==> src/design/rsci_defs.svh <==
`ifndef RSCI_DEFS_SVH
`define RSCI_DEFS_SVH
// Contract
// - A command runs only after its CR (13) then LF (10) terminator.
// - The identify query puts revision, model, serial and rated values in the buffer.
// - Scaling commands take four digits 0000 to 1000 and store them.
// - Enter-remote locks out front panel; the converters drive the supply.
// - Percent programming sets the channel to that share of full scale.
// - Measure commands start a readback conversion and buffer the result.
// - Each of voltage and current has its own 12-bit converter.
// - Four 8-bit trim converters; values come from nonvolatile memory.
// - At power-up all trim levels reload before normal work.
// - Readback uses a 21-bit converter, reported as 16 bits.
// - Readback trim may be switched off but starts on after power-up.
// - Serial framing: one start, eight data, one stop, no handshake.
// - Three switches pick the rate: zero off, then 150 to 9600 doubling.
// - The other five switches give the bus primary address.
// - With echo on, each good serial character goes back; default on.
// - Ready bit 4 sets only when the results are already buffered.
// - Status bit 6 shows a service request was issued.
// - Bit 7 set at power-on, cleared by Device Clear.
// - With request enabled, raise SRQ when ready after a message command.
// - Device Clear zeroes both programming converters.
// - Buffer goes out serially after a command, readable on the bus; CR LF end.
`define RSCI_CLK_HZ 250000000
`define RSCI_BAUD_BASE 150
`define RSCI_CR 8'h0D
`define RSCI_LF 8'h0A
`define RSCI_LINE_LEN 8
`define RSCI_ARG_POS 3
`define RSCI_SCALE_LEN 4'h7
`define RSCI_SCALE_MAX 14'h03E8
`define RSCI_PCT_MAX 14'h0064
`define RSCI_DAC_FS 19'h00FFF
`define RSCI_RB_LSB 5
`define RSCI_ID_NIBS 4'hE
`define RSCI_RB_NIBS 4'h4
`define RSCI_CH_QM 8'h3F
`define RSCI_CH_M 8'h4D
`define RSCI_CH_V 8'h56
`define RSCI_CH_C 8'h43
`define RSCI_CH_S 8'h53
`define RSCI_CH_R 8'h52
`define RSCI_CH_L 8'h4C
`define RSCI_CH_B 8'h42
`define RSCI_CH_Q 8'h51
`define RSCI_CH_T 8'h54
`define RSCI_CH_P 8'h50
`define RSCI_CH_PCT 8'h25
`define RSCI_CH_STAR 8'h2A
`define RSCI_CH_0 8'h30
`define RSCI_CH_1 8'h31
`define RSCI_CH_9 8'h39
`define RSCI_CH_A7 8'h37
`endif

==> src/design/rsci_pkg.sv <==
`include "rsci_defs.svh"
package rsci_pkg;
  typedef enum logic [2:0] {
    RSCI_LOAD = 3'h0,
    RSCI_IDLE = 3'h1,
    RSCI_EXEC = 3'h2,
    RSCI_ADC = 3'h3,
    RSCI_MSG = 3'h4,
    RSCI_END = 3'h5
  } rsci_state_t;

  typedef struct packed {
    rsci_state_t fsm;
    logic [1:0] tidx;
    logic nvm_rd;
    logic [3:0][7:0] trim;
    logic [`RSCI_LINE_LEN-1:0][7:0] line;
    logic [3:0] len;
    logic cr_seen;
    logic remote;
    logic echo;
    logic srq_en;
    logic trim_en;
    logic pon;
    logic srq;
    logic ready;
    logic has_msg;
    logic adc_start;
    logic adc_chan;
    logic [11:0] vset;
    logic [11:0] iset;
    logic [9:0] vscale;
    logic [9:0] iscale;
    logic [63:0] msg;
    logic [3:0] nib;
    logic [1:0] tail;
    logic [7:0] gdata;
    logic gvalid;
    logic [4:0] addr;
  } rsci_top_t;
endpackage : rsci_pkg

==> src/design/rsci_strm_if.sv <==
`timescale 1ns/1ps
interface rsci_strm_if #(
  parameter int W = 8
);
  logic valid;
  logic ready;
  logic [W-1:0] data;
  modport src(output valid, output data, input ready);
  modport snk(input valid, input data, output ready);
endinterface : rsci_strm_if

==> src/design/rsci_top.sv <==
`timescale 1ns/1ps
`include "rsci_defs.svh"
module rsci_top import rsci_pkg::*; #(
  parameter logic [7:0] FW_REV = 8'h10, // Arbitrary value
  parameter logic [7:0] MODEL_ID = 8'h5A, // Arbitrary value
  parameter logic [15:0] SERIAL_NO = 16'h0001, // Arbitrary value
  parameter int CLK_HZ = `RSCI_CLK_HZ,
  parameter int FIFO_DEPTH = 16
) (
  input wire logic clock_in, // 250 MHz clock
  input wire logic rst_in, // Power-up reset
  input wire logic [7:0] switch_in, // Rear DIP switch
  output logic [4:0] gpib_addr_out, // Primary address
  input wire logic [7:0] gpib_rx_data_in, // Listened byte
  input wire logic gpib_rx_valid_in, // Listened byte strobe
  input wire logic gpib_talk_in, // Talk byte request
  output logic [7:0] gpib_tx_data_out, // Talked byte
  output logic gpib_tx_valid_out, // Talked byte strobe
  input wire logic dev_clear_in, // Device Clear
  input wire logic poll_in, // Serial poll done
  output logic [7:0] status_out, // Serial poll byte
  output logic srq_out, // Service request
  input wire logic uart_rx_in, // Serial receive
  output logic uart_tx_out, // Serial transmit
  output logic remote_out, // Front panel locked out
  output logic [11:0] volt_dac_out, // Voltage DAC
  output logic [11:0] curr_dac_out, // Current DAC
  output logic [31:0] trim_dac_out, // Four trim DACs
  output logic nvm_rd_out, // Trim read request
  output logic [1:0] nvm_addr_out, // Trim index
  input wire logic [7:0] nvm_data_in, // Trim data
  input wire logic nvm_ack_in, // Trim data valid
  output logic adc_start_out, // Start conversion
  output logic adc_chan_out, // Low volt, high current
  input wire logic [20:0] adc_data_in, // Raw conversion
  input wire logic adc_done_in, // Conversion done
  output logic trim_en_out, // Readback trim on
  output logic [9:0] volt_scale_out, // Scaling volts
  output logic [9:0] curr_scale_out // Scaling amps
);
  rsci_top_t st_ff;
  rsci_top_t nxt_st;
  rsci_strm_if #(.W(8)) fin ();
  rsci_strm_if #(.W(8)) fout ();
  logic rs_en;
  logic [7:0] urx_data;
  logic urx_valid;
  logic utx_ready;
  logic utx_valid;
  logic bvalid;
  logic [7:0] bdata;
  logic echo_req;
  logic msg_go;
  logic [7:0] msg_char;
  logic [13:0] acc;
  logic dig_ok;
  logic pct_ok;
  logic scl_ok;
  logic [11:0] pct_dac;

  function automatic logic is_dig(input logic [7:0] c);
    return c >= `RSCI_CH_0 && c <= `RSCI_CH_9;
  endfunction : is_dig

  function automatic logic [7:0] hexc(input logic [3:0] n);
    return (n < 4'hA) ? `RSCI_CH_0 + {4'h0, n} : `RSCI_CH_A7 + {4'h0, n};
  endfunction : hexc

  function automatic logic cmd2(input rsci_top_t s, input logic [7:0] a, input logic [7:0] b);
    return s.line[0] == a && s.line[1] == b;
  endfunction : cmd2

  rsci_fifo #(
    .W(8),
    .D(FIFO_DEPTH)
  ) u_fifo (
    .clock_in(clock_in),
    .rst_in(rst_in),
    .wr(fin),
    .rd(fout)
  );

  rsci_uart #(
    .CLK_HZ(CLK_HZ)
  ) u_uart (
    .clock_in(clock_in),
    .rst_in(rst_in),
    .rate_in(switch_in[7:5]),
    .rx_in(uart_rx_in),
    .rx_data_out(urx_data),
    .rx_valid_out(urx_valid),
    .tx_data_in(fout.data),
    .tx_valid_in(utx_valid),
    .tx_ready_out(utx_ready),
    .tx_out(uart_tx_out)
  );

  assign gpib_addr_out = st_ff.addr;
  assign gpib_tx_data_out = st_ff.gdata;
  assign gpib_tx_valid_out = st_ff.gvalid;
  assign status_out = {st_ff.pon, st_ff.srq, 1'b0, st_ff.ready, 4'h0};
  assign srq_out = st_ff.srq;
  assign remote_out = st_ff.remote;
  assign volt_dac_out = st_ff.vset;
  assign curr_dac_out = st_ff.iset;
  assign trim_dac_out = st_ff.trim;
  assign nvm_rd_out = st_ff.nvm_rd;
  assign nvm_addr_out = st_ff.tidx;
  assign adc_start_out = st_ff.adc_start;
  assign adc_chan_out = st_ff.adc_chan;
  assign trim_en_out = st_ff.trim_en;
  assign volt_scale_out = st_ff.vscale;
  assign curr_scale_out = st_ff.iscale;

  // Argument digits after the three-character prefix
  always_comb begin
    acc = 14'h0000;
    dig_ok = 1'b1;
    for (int i = `RSCI_ARG_POS; i < `RSCI_LINE_LEN; i++) begin
      if (i < int'(st_ff.len)) begin
        dig_ok = dig_ok && is_dig(st_ff.line[i]);
        acc = 14'(acc * 14'h000A) + {10'h000, st_ff.line[i][3:0]};
      end
    end
    pct_ok = dig_ok && st_ff.len > 4'h3 && st_ff.len < 4'h7 && acc <= `RSCI_PCT_MAX;
    scl_ok = dig_ok && st_ff.len == `RSCI_SCALE_LEN && acc <= `RSCI_SCALE_MAX;
    pct_dac = 12'((19'(acc) * `RSCI_DAC_FS) / 19'(`RSCI_PCT_MAX));
  end

  // Buffer fill and drain; echo beats messages to the buffer
  always_comb begin
    rs_en = switch_in[7:5] != 3'h0;
    bvalid = gpib_rx_valid_in || (urx_valid && rs_en);
    bdata = gpib_rx_valid_in ? gpib_rx_data_in : urx_data;
    echo_req = urx_valid && rs_en && st_ff.echo;
    if (st_ff.nib != 4'h0) begin
      msg_char = hexc(st_ff.msg[63:60]);
    end else if (st_ff.tail == 2'h2) begin
      msg_char = `RSCI_CR;
    end else begin
      msg_char = `RSCI_LF;
    end
    fin.valid = echo_req || st_ff.fsm == RSCI_MSG;
    fin.data = echo_req ? urx_data : msg_char;
    msg_go = st_ff.fsm == RSCI_MSG && !echo_req && fin.ready;
    fout.ready = gpib_talk_in || (rs_en && utx_ready);
    utx_valid = fout.valid && rs_en && !gpib_talk_in;
  end

  always_comb begin
    nxt_st = st_ff;
    nxt_st.adc_start = 1'b0;
    nxt_st.addr = switch_in[4:0];
    nxt_st.gvalid = gpib_talk_in && fout.valid;
    if (gpib_talk_in && fout.valid) begin
      nxt_st.gdata = fout.data;
    end
    if (poll_in) begin
      nxt_st.srq = 1'b0;
    end
    unique case (st_ff.fsm)
      RSCI_LOAD: begin
        nxt_st.nvm_rd = 1'b1;
        if (nvm_ack_in) begin
          nxt_st.trim[st_ff.tidx] = nvm_data_in;
          nxt_st.tidx = st_ff.tidx + 2'h1;
          if (st_ff.tidx == 2'h3) begin
            nxt_st.nvm_rd = 1'b0;
            nxt_st.ready = 1'b1;
            nxt_st.fsm = RSCI_IDLE;
          end
        end
      end
      // Bytes outside idle are dropped; host waits for ready
      RSCI_IDLE: begin
        if (bvalid) begin
          if (bdata == `RSCI_CR) begin
            nxt_st.cr_seen = 1'b1;
          end else if (bdata == `RSCI_LF && st_ff.cr_seen) begin
            nxt_st.cr_seen = 1'b0;
            nxt_st.ready = 1'b0;
            nxt_st.has_msg = 1'b0;
            nxt_st.fsm = RSCI_EXEC;
          end else begin
            nxt_st.cr_seen = 1'b0;
            if (st_ff.len < 4'(`RSCI_LINE_LEN)) begin
              nxt_st.line[st_ff.len[2:0]] = bdata;
              nxt_st.len = st_ff.len + 4'h1;
            end
          end
        end
      end
      RSCI_EXEC: begin
        nxt_st.fsm = RSCI_END;
        if (cmd2(st_ff, `RSCI_CH_QM, `RSCI_CH_M)) begin
          nxt_st.msg = {FW_REV, MODEL_ID, SERIAL_NO, 2'h0, st_ff.vscale, 2'h0, st_ff.iscale, 8'h00};
          nxt_st.nib = `RSCI_ID_NIBS;
          nxt_st.tail = 2'h2;
          nxt_st.has_msg = 1'b1;
          nxt_st.fsm = RSCI_MSG;
        end else if (cmd2(st_ff, `RSCI_CH_M, `RSCI_CH_V) || cmd2(st_ff, `RSCI_CH_M, `RSCI_CH_C)) begin
          nxt_st.adc_start = 1'b1;
          nxt_st.adc_chan = st_ff.line[1] == `RSCI_CH_C;
          nxt_st.has_msg = 1'b1;
          nxt_st.fsm = RSCI_ADC;
        end else if (cmd2(st_ff, `RSCI_CH_S, `RSCI_CH_R)) begin
          nxt_st.remote = 1'b1;
        end else if (cmd2(st_ff, `RSCI_CH_S, `RSCI_CH_L)) begin
          nxt_st.remote = 1'b0;
        end else if (cmd2(st_ff, `RSCI_CH_S, `RSCI_CH_STAR) && scl_ok) begin
          if (st_ff.line[2] == `RSCI_CH_V) begin
            nxt_st.vscale = acc[9:0];
          end else if (st_ff.line[2] == `RSCI_CH_C) begin
            nxt_st.iscale = acc[9:0];
          end
        end else if (st_ff.line[0] == `RSCI_CH_S && (st_ff.line[2] == `RSCI_CH_0 || st_ff.line[2] == `RSCI_CH_1)) begin
          if (st_ff.line[1] == `RSCI_CH_B) begin
            nxt_st.echo = st_ff.line[2][0];
          end else if (st_ff.line[1] == `RSCI_CH_Q) begin
            nxt_st.srq_en = st_ff.line[2][0];
          end else if (st_ff.line[1] == `RSCI_CH_T) begin
            nxt_st.trim_en = st_ff.line[2][0];
          end
        end else if (st_ff.line[0] == `RSCI_CH_P && st_ff.line[2] == `RSCI_CH_PCT && pct_ok) begin
          if (st_ff.line[1] == `RSCI_CH_V) begin
            nxt_st.vset = pct_dac;
          end else if (st_ff.line[1] == `RSCI_CH_C) begin
            nxt_st.iset = pct_dac;
          end
        end
      end
      RSCI_ADC: begin
        if (adc_done_in) begin
          nxt_st.msg = {adc_data_in[20:`RSCI_RB_LSB], 48'h0};
          nxt_st.nib = `RSCI_RB_NIBS;
          nxt_st.tail = 2'h2;
          nxt_st.fsm = RSCI_MSG;
        end
      end
      RSCI_MSG: begin
        if (msg_go) begin
          if (st_ff.nib != 4'h0) begin
            nxt_st.msg = {st_ff.msg[59:0], 4'h0};
            nxt_st.nib = st_ff.nib - 4'h1;
          end else if (st_ff.tail == 2'h2) begin
            nxt_st.tail = 2'h1;
          end else begin
            nxt_st.fsm = RSCI_END;
          end
        end
      end
      RSCI_END: begin
        nxt_st.line = '0;
        nxt_st.len = 4'h0;
        nxt_st.ready = 1'b1;
        nxt_st.fsm = RSCI_IDLE;
        if (st_ff.has_msg && st_ff.srq_en) begin
          nxt_st.srq = 1'b1;
        end
      end
      default: begin
        nxt_st.fsm = RSCI_IDLE;
      end
    endcase
    if (dev_clear_in) begin
      nxt_st.vset = 12'h000;
      nxt_st.iset = 12'h000;
      nxt_st.pon = 1'b0;
    end
  end

  always_ff @(posedge clock_in) begin
    if (rst_in) begin
      st_ff <= '0;
      st_ff.fsm <= RSCI_LOAD;
      st_ff.echo <= 1'b1;
      st_ff.trim_en <= 1'b1;
      st_ff.pon <= 1'b1;
    end else begin
      st_ff <= nxt_st;
    end
  end
endmodule : rsci_top

==> src/design/rsci_fifo.sv <==
`timescale 1ns/1ps
module rsci_fifo import rsci_pkg::*; #(
  parameter int W = 8,
  parameter int D = 16
) (
  input wire logic clock_in, // Clock
  input wire logic rst_in, // Sync reset
  rsci_strm_if.snk wr, // Fill side
  rsci_strm_if.src rd // Drain side
);
  localparam int AW = $clog2(D);
  if (D < 2 || (1 << AW) != D) begin : g_bad_depth
    $error("depth must be a power of two");
  end
  typedef struct packed {
    logic [D-1:0][W-1:0] mem;
    logic [AW-1:0] wp;
    logic [AW-1:0] rp;
    logic [AW:0] cnt;
  } rsci_fifo_t;
  rsci_fifo_t st_ff;
  rsci_fifo_t nxt_st;
  logic push;
  logic pop;

  assign wr.ready = st_ff.cnt != (AW+1)'(D);
  assign rd.valid = st_ff.cnt != '0;
  assign rd.data = st_ff.mem[st_ff.rp];

  always_comb begin
    push = wr.valid && wr.ready;
    pop = rd.valid && rd.ready;
    nxt_st = st_ff;
    if (push) begin
      nxt_st.mem[st_ff.wp] = wr.data;
      nxt_st.wp = st_ff.wp + 1'b1;
    end
    if (pop) begin
      nxt_st.rp = st_ff.rp + 1'b1;
    end
    nxt_st.cnt = st_ff.cnt + {{AW{1'b0}}, push} - {{AW{1'b0}}, pop};
  end

  always_ff @(posedge clock_in) begin
    if (rst_in) begin
      st_ff <= '0;
    end else begin
      st_ff <= nxt_st;
    end
  end
endmodule : rsci_fifo

==> src/design/rsci_uart.sv <==
`timescale 1ns/1ps
`include "rsci_defs.svh"
module rsci_uart import rsci_pkg::*; #(
  parameter int CLK_HZ = `RSCI_CLK_HZ
) (
  input wire logic clock_in, // Clock
  input wire logic rst_in, // Sync reset
  input wire logic [2:0] rate_in, // Line rate code
  input wire logic rx_in, // Serial in
  output logic [7:0] rx_data_out, // Received byte
  output logic rx_valid_out, // Good byte pulse
  input wire logic [7:0] tx_data_in, // Byte to send
  input wire logic tx_valid_in, // Send request
  output logic tx_ready_out, // Can take a byte
  output logic tx_out // Serial out
);
  localparam int DW = $clog2(CLK_HZ / `RSCI_BAUD_BASE + 1);
  if (CLK_HZ < 64 * `RSCI_BAUD_BASE * 64) begin : g_bad_clk
    $error("clock too slow for fastest rate");
  end
  typedef struct packed {
    logic rbusy;
    logic [DW-1:0] rcnt;
    logic [3:0] rbit;
    logic [7:0] rsh;
    logic rvalid;
    logic tbusy;
    logic [DW-1:0] tcnt;
    logic [3:0] tbit;
    logic [9:0] tsh;
    logic txo;
  } rsci_uart_t;
  rsci_uart_t st_ff;
  rsci_uart_t nxt_st;
  logic [DW-1:0] div;
  logic en;

  function automatic logic [DW-1:0] div_of(input logic [2:0] r);
    int unsigned b;
    b = `RSCI_BAUD_BASE << (r - 3'h1);
    return DW'(CLK_HZ / b);
  endfunction : div_of

  assign rx_data_out = st_ff.rsh;
  assign rx_valid_out = st_ff.rvalid;
  assign tx_ready_out = en && !st_ff.tbusy;
  assign tx_out = st_ff.txo;

  always_comb begin
    en = rate_in != 3'h0;
    div = div_of(rate_in);
    nxt_st = st_ff;
    nxt_st.rvalid = 1'b0;
    if (!st_ff.rbusy) begin
      if (en && !rx_in) begin
        nxt_st.rbusy = 1'b1;
        nxt_st.rcnt = div >> 1;
        nxt_st.rbit = 4'h0;
      end
    end else if (st_ff.rcnt != '0) begin
      nxt_st.rcnt = st_ff.rcnt - 1'b1;
    end else begin
      nxt_st.rcnt = div - 1'b1;
      nxt_st.rbit = st_ff.rbit + 4'h1;
      if (st_ff.rbit == 4'h0 && rx_in) begin
        nxt_st.rbusy = 1'b0;
      end else if (st_ff.rbit == 4'h9) begin
        nxt_st.rbusy = 1'b0;
        nxt_st.rvalid = rx_in;
      end else if (st_ff.rbit != 4'h0) begin
        nxt_st.rsh = {rx_in, st_ff.rsh[7:1]};
      end
    end
    if (!st_ff.tbusy) begin
      if (tx_valid_in && en) begin
        nxt_st.tbusy = 1'b1;
        nxt_st.tsh = {1'b1, tx_data_in, 1'b0};
        nxt_st.tbit = 4'h0;
        nxt_st.tcnt = div - 1'b1;
        nxt_st.txo = 1'b0;
      end
    end else if (st_ff.tcnt != '0) begin
      nxt_st.tcnt = st_ff.tcnt - 1'b1;
    end else if (st_ff.tbit == 4'h9) begin
      nxt_st.tbusy = 1'b0;
    end else begin
      nxt_st.tsh = {1'b1, st_ff.tsh[9:1]};
      nxt_st.txo = st_ff.tsh[1];
      nxt_st.tbit = st_ff.tbit + 4'h1;
      nxt_st.tcnt = div - 1'b1;
    end
  end

  always_ff @(posedge clock_in) begin
    if (rst_in) begin
      st_ff <= '0;
      st_ff.txo <= 1'b1;
    end else begin
      st_ff <= nxt_st;
    end
  end
endmodule : rsci_uart

==> config.mk <==
export PLATFORM = sky130hd
export DESIGN_NAME = rsci_top
export DESIGN_NICKNAME = d
export VERILOG_FILES = /design/src/design/rsci_pkg.sv /design/src/design/rsci_strm_if.sv /design/src/design/rsci_top.sv /design/src/design/rsci_fifo.sv /design/src/design/rsci_uart.sv
export VERILOG_INCLUDE_DIRS = /design/src /design/src/design
export SDC_FILE = /design/constraint.sdc
export NUM_CORES = 1
export LEC_CHECK = 0
export BUFFER_PORTS_ARGS = -buffer_cell sky130_fd_sc_hd__buf_2
export CAP_MARGIN = 20
export CORE_ASPECT_RATIO = 1.25
export CORE_MARGIN = 2
export CORE_UTILIZATION = 55
export CTS_CLUSTER_SIZE = 28
export DETAILED_ROUTE_END_ITERATION = 8
export PLACE_DENSITY = 0.69
export SLEW_MARGIN = 30
export SYNTH_ARGS = -nofsm -noshare
export SYNTH_HDL_FRONTEND = slang
export SYNTH_HIERARCHICAL = 1
export SYNTH_SLANG_ARGS = --single-unit
==> constraint.sdc <==
create_clock -name clock_in -period 76 [get_ports clock_in]
set_input_delay 11.4 -clock clock_in [delete_from_list [all_inputs] [get_ports clock_in]]
set_output_delay 11.4 -clock clock_in [all_outputs]
set_load 0.1 [all_outputs]
# Word level (Yosys, flattened, before mapping)
# Index checks and enable logic that the tools add are counted.
[classes]
shift = 1
reduce_logical = 91
add_sub_neg = 19
n_mul = 5
div_mod_pow = 2
order_cmp = 28
muxes = 84
bitwise_logic = 15
n_eq_ne = 50
[ops]
columns = ["operator", "n"]
rows = [
  ["$mux W68", 4],
  ["$mux W70", 3],
  ["$pmux W70 S3", 1],
  ["$pmux W68 S2", 1],
  ["$bwmux W128", 1],
  ["$eq A8 B7 Y1 const B", 13],
  ["$mux W37", 2],
  ["$mux W69", 1],
  ["$bwmux W64", 1],
  ["$mux W8", 8],
  ["$sub A21 B1 Y21 const B", 3],
  ["$mux W26", 2],
  ["$logic_and A1 B1 Y1", 43],
  ["$add A14 B4 Y14", 3],
  ["$mul A14 B3 Y13 const B", 3],
  ["$mux W14", 3],
  ["$mux W21", 2],
  ["$reduce_bool A21 Y1", 2],
  ["$eq A8 B6 Y1 const B", 5],
  ["$ge A8 B6 Y1 const B", 5],
  ["$le A8 B6 Y1 const B", 5],
  ["$mux W38", 1],
  ["$mux W3", 12],
  ["$mux W36", 1],
  ["73 further kinds", 170],
]
[word_totals]
latchBits = 0
mem_count = 0
word_cells = 361
out_inout_bits = 107
ff_bits = 458
romBits = 0
inputBits = 54
ram_bits = 0

# Longest topological paths before layout
[depth]
ltp_word = 19
mapped_depth = 291

# Modules after synthesis
# The synthesis kept the hierarchy.
[modules_own_cells]
columns = ["module", "area_per_inst_um2", "cells_per_inst", "seq_area_each_um2", "instances"]
rows = [
  ["rsci_uart", 23936.7, 3496, 1421.4, 1],
  ["rsci_top", 18979.5, 2325, 4664.5, 1],
  ["rsci_fifo", 6383.6, 585, 2822.7, 1],
]

# Worst setup path before layout
# Ideal clock, no wire load.
[synth_path]
path_kind = "input to register"
startpoint = "in switch_in[5]"
endpoint = "reg u_uart/st_ff[54] (netlist name)"
setup_ps = 112
slack_ps = 9313
path_buffers = 38
t_arrival_ps = 66575
cell_stages = 275
path_cell_list = "inv_1 clkbuf_1 ha_1 buf_2 xnor2_2 clkbuf_1 clkbuf_1 o21ai_0 ha_1 o21a_1 o221a_2 o21a_1 and3_1 ha_1 o21a_1 o311a_1 nor2_1 nor3_1 [... 239 more ...] a21o_1 a21o_1 a21o_1 a21o_1 a221oi_1 nor2b_1 o21a_1 o21ai_0 nand2_1 or3_4 or4_1 o31ai_1 o2bb2ai_2 o2111ai_4 a41o_1 buf_2 o2111a_1 a2111oi_1"
[synth_via]
elab_chain_cells = 6
word_cells_on_any_way = 10
[synth_rtl]
columns = ["element", "line", "rtl"]
rows = [
  ["start, declared", "rsci_top.sv:12", "input wire logic [7:0] switch_in,"],
  ["$sub A3 B1 Y3", "rsci_uart.sv:40", "b = `RSCI_BAUD_BASE << (r - 3'h1);"],
  ["$shl A8 B3 Y32 (no line)", "--", ""],
  ["$div A28 B32 Y32", "rsci_uart.sv:41", "return DW'(CLK_HZ / b);"],
  ["$sub A21 B1 Y21", "rsci_uart.sv:63", "nxt_st.rcnt = div - 1'b1;"],
  ["$mux W21", "rsci_uart.sv:60", "end else if (st_ff.rcnt != '0) begin"],
  ["$mux W26", "rsci_uart.sv:54", "if (!st_ff.rbusy) begin"],
  ["end signal, assigned", "rsci_uart.sv:99", "st_ff <= nxt_st;"],
  ["end, declared", "rsci_uart.sv:33", "rsci_uart_t st_ff;"],
]
# Parallel ways exist; a longest one is shown, timed or not. The select of a mux whose other input is x is not followed.
# A chain may end at the register's enable or synchronous reset.

# Worst setup path in the final report
[layout_path]
startpoint = "in switch_in[5]"
endpoint = "reg u_uart/st_ff[33] (netlist name)"
[layout_via]
elab_chain_cells = 7
word_cells_on_any_way = 14
[layout_rtl]
columns = ["element", "line", "rtl"]
rows = [
  ["$sub A3 B1 Y3", "rsci_uart.sv:40", ""],
  ["$shl A8 B3 Y32 (no line)", "--", ""],
  ["$div A28 B32 Y32", "rsci_uart.sv:41", ""],
  ["$sub A21 B1 Y21", "rsci_uart.sv:79, rsci_uart.sv:90", ""],
  ["$mux W36", "rsci_uart.sv:84", "end else if (st_ff.tbit == 4'h9) begin"],
  ["$mux W21", "rsci_uart.sv:82", "end else if (st_ff.tcnt != '0) begin"],
  ["$mux W37", "rsci_uart.sv:74", "if (!st_ff.tbusy) begin"],
]
# Parallel ways exist; a longest one is shown, timed or not. The select of a mux whose other input is x is not followed.

==> impl_metrics.yaml <==
route:
  wl_met2_um: 77410
  drt-pass1-iter-count: 8
  ant_nets: 0
  drc: 0
  met3WireLength_um: 9457
  totalWireLength_um: 162800
  drt_iter0_drc: 4006
  via_per_inst: 6.472
  vias: 48790
  wl_met1_um: 64950
  highest_layer: "met5"
  route.detailed.wl_per_inst_um: 21.60
synth:
  synthesis.area_um2: 49300
  yosysWarnings: 6
  synth_top_area_frac: 0.1807
  seq_area_frac_synth: 0.1807
  synth.area.top_cells: "dfxtp_1 (18%), ha_1 (9.7%), nor2_1 (5.9%), a21oi_1 (4.9%), mux2i_1 (4.7%)"
  synth-seq-cells: 445
  synth_flop_cell: "dfxtp_1"
  ys_async_sr_fraction: 0
  synth_area_leader_cell: "dfxtp_1"
  synth_top_family_by_area: "compound AO/OA/AOI/OAI gates"
  yosys.area_share.simple: 0.2335
  synthMuxAreaShare: 0.07916
  synth_cells: 6406
  synth_adder_area_share: 0.1296
  yosysUniqueCellTypes: 153
  synth_edf_count: 0
  synth_compound_area_frac: 0.2590
  synth-xor-area-share: 0.05936
  avgSynthCellArea_um2: 7.696
sta:
  slew_viol_final: 0
  period_needed_ns: 71.92
  max_freq_mhz: 13.91
  hold_viol: 0
  setup_violations: 0
  finClkSkew_ns: 0.03158
  slew_headroom: 0.3487
  tightest_slew_ns: 0.9705
  tns_ns: 0
  finalCritPeriodShare: 0.9463
  rsz0062_at_grt: "no"
layout:
  area_delta_synth_final_pct: 5.502
  drive_gt1_frac: 0.1027
  nNetsFinal: 6845
run:
  maxCapViolations: 0
worst_setup_path:
  end_kind: "flip-flop"
  crit_arrival_ns: 72.34
  max_stage_delay_ns: 0.60
  critPathKind: "input port to flip-flop"
  crit_required_ns: 76.42
  start_kind: "input port"
  cp_max_fo: 39
  crit_path_frequent_cell: "ha_1"
  slowest_stage: "o211ai_1"
placed_design:
  numPortBuffers: 150
  place_congestion: 1.010
  hpwl_um: 123900
hold_path:
  hp-class: "flip-flop to flip-flop"
clock_tree:
  clock_latency_ns: 0.59
  clk_pin_slew_ns: 0.07
  htreeDepth: 2
  cts_made_buffers: 41
  tritoncts: "built"
  cts.sink_count: 445
  cts_root_buf: "clkbuf_16"
  cts_buffer_depth: 3
grt:
  track_usage: 0.3400
  overflow: 0
  grt_pass1_wl_um: 254300
  grt_max_degree: 141
  grt_pass1_vias: 46400
  antenna_found_initial: 3
floorplanning:
  die-area_um2: 92060
  core_area_um2: 88690
  ios: 161
  rows: 122
  die_x_um: 271.8
  initial_utilization: 0.5559
  die_h_um: 338.7
outcome:
  outcome: "completed"
## cell usage after synthesis (50+ instances only)
library cell and n:
a211oi_1 64, a21o_1 145, a21oi_1 479, a221oi_1 50, a22oi_1 102, a31oi_1 74
and3_1 63, buf_4 112, clkbuf_1 228, dfxtp_1 445, fa_1 80, ha_1 382
inv_1 225, mux2_2 65, mux2i_1 230, nand2_1 593, nand2b_1 80, nand3_1 181
nand4_1 60, nor2_1 778, nor2b_1 75, nor3_1 174, o21a_1 65, o21ai_0 288
or3_1 58, xnor2_1 201, xor2_1 113
## sequential cells by signal, summed over array words and instances (netlist names)
name and count:
u_fifo/st_ff 141, st_ff 133, u_uart/st_ff 61, trim_dac_out 32, curr_dac_out 12, volt_dac_out 12, curr_scale_out 10, volt_scale_out 10
gpib_tx_data_out 8, u_uart/rx_data_out 8, gpib_addr_out 5, nvm_addr_out 2, status_out 2, adc_chan_out 1, adc_start_out 1, gpib_tx_valid_out 1
nvm_rd_out 1, remote_out 1, srq_out 1, trim_en_out 1, u_uart/rx_valid_out 1, u_uart/tx_out 1
## logic make-up after synthesis
| family | after synthesis |
|---|---|
| buffers and inverters | 628 |
| flip-flops | 445 |
| multiplexers | 338 |
| AO/OA/AOI/OAI | 1847 |
| other | 3 |
| AND/OR/NAND/NOR | 2359 |
| XOR/XNOR | 323 |
| adder cells (fa/ha/maj) | 463 |
## through the flow
stage	setup WS (ns)	util	cell area, um2	instances	hold slack, ns
final	4.085	0.5865	52010	7538	0.4510
after global routing	0.1838	0.5865	52010	7538	0.4597
after CTS	4.191	0.5859	51970	7537	0.4538
after detailed placement	3.726	0.5704	50580	7464	0.4436
after global placement	4.516	0.5700	50550	7464	0.4310
after floorplan	9.313	-	49330	6414	0.4278
## placed cells by master (no fill, tap or decap), drive strengths merged, types with 63 or more instances in the layout
| master | n |
|---|---|
| fa | 80 |
| o21ai | 340 |
| inv | 232 |
| mux2 | 74 |
| o21a | 65 |
| nand3 | 183 |
| or3 | 63 |
| mux2i | 232 |
| nand4 | 64 |
| a21o | 145 |
| nand2b | 81 |
| buf | 270 |
| nor3 | 193 |
| and3 | 63 |
| a21oi | 482 |
| xor2 | 114 |
| nor2b | 75 |
| a31oi | 79 |
| nand2 | 597 |
| a22oi | 104 |
| a211oi | 72 |
| xnor2 | 206 |
| dfxtp | 445 |
| ha | 382 |
| nor2 | 781 |
## worst max-delay path: cells and delay by family
| family | cells | cell delay, ns |
|---|---|---|
| AO/OA/AOI/OAI | 118 | 26.78 |
| XOR/XNOR | 4 | 0.74 |
| adder cells (fa/ha/maj) | 25 | 8.32 |
| buffers and inverters | 18 | 4.86 |
| multiplexers | 6 | 2.38 |
| AND/OR/NAND/NOR | 74 | 17.78 |
## per-layer routing
metal  vias to the layer above  GRT usage
li1                      23300          -
met1                     23170     0.4071
met2                      1784     0.5882
met3                       535    0.03266
met4                         2     0.2022
met5                         -          0
## area by class of cell
class | count | area [um2]
antenna | 1 | 2.502
clock buffer | 49 | 1107
clock inverter | 24 | 275.3
fill | 8424 | 36680
inverter | 230 | 867.1
multi-input combinational | 5341 | 37690
sequential | 445 | 8910
tap | 1178 | 1474
timing repair buffer | 270 | 1687
## repair_timing
action / in CTS / in global routing
setup buffers: 0 / 0
endpoints found under the setup margin: 0 / 15
resized for setup: 0 / 5
hold buffers: 0 / 0
## final timing paths
kind | endpoint | cells after the start | from | slack [ns]
max reg2reg | volt_dac_out[0] | 76 | st_ff[142] | 54.48
min | gpib_tx_data_out[5] | 2 | gpib_tx_data_out[5] | 0.45
max | u_uart/st_ff[33] | 245 | switch_in[5] | 4.08
min reg2reg | gpib_tx_data_out[5] | 2 | gpib_tx_data_out[5] | 0.45
Power is not shown: default switching activity piles up to over one toggle a cycle in this logic, so the estimate is an artifact.
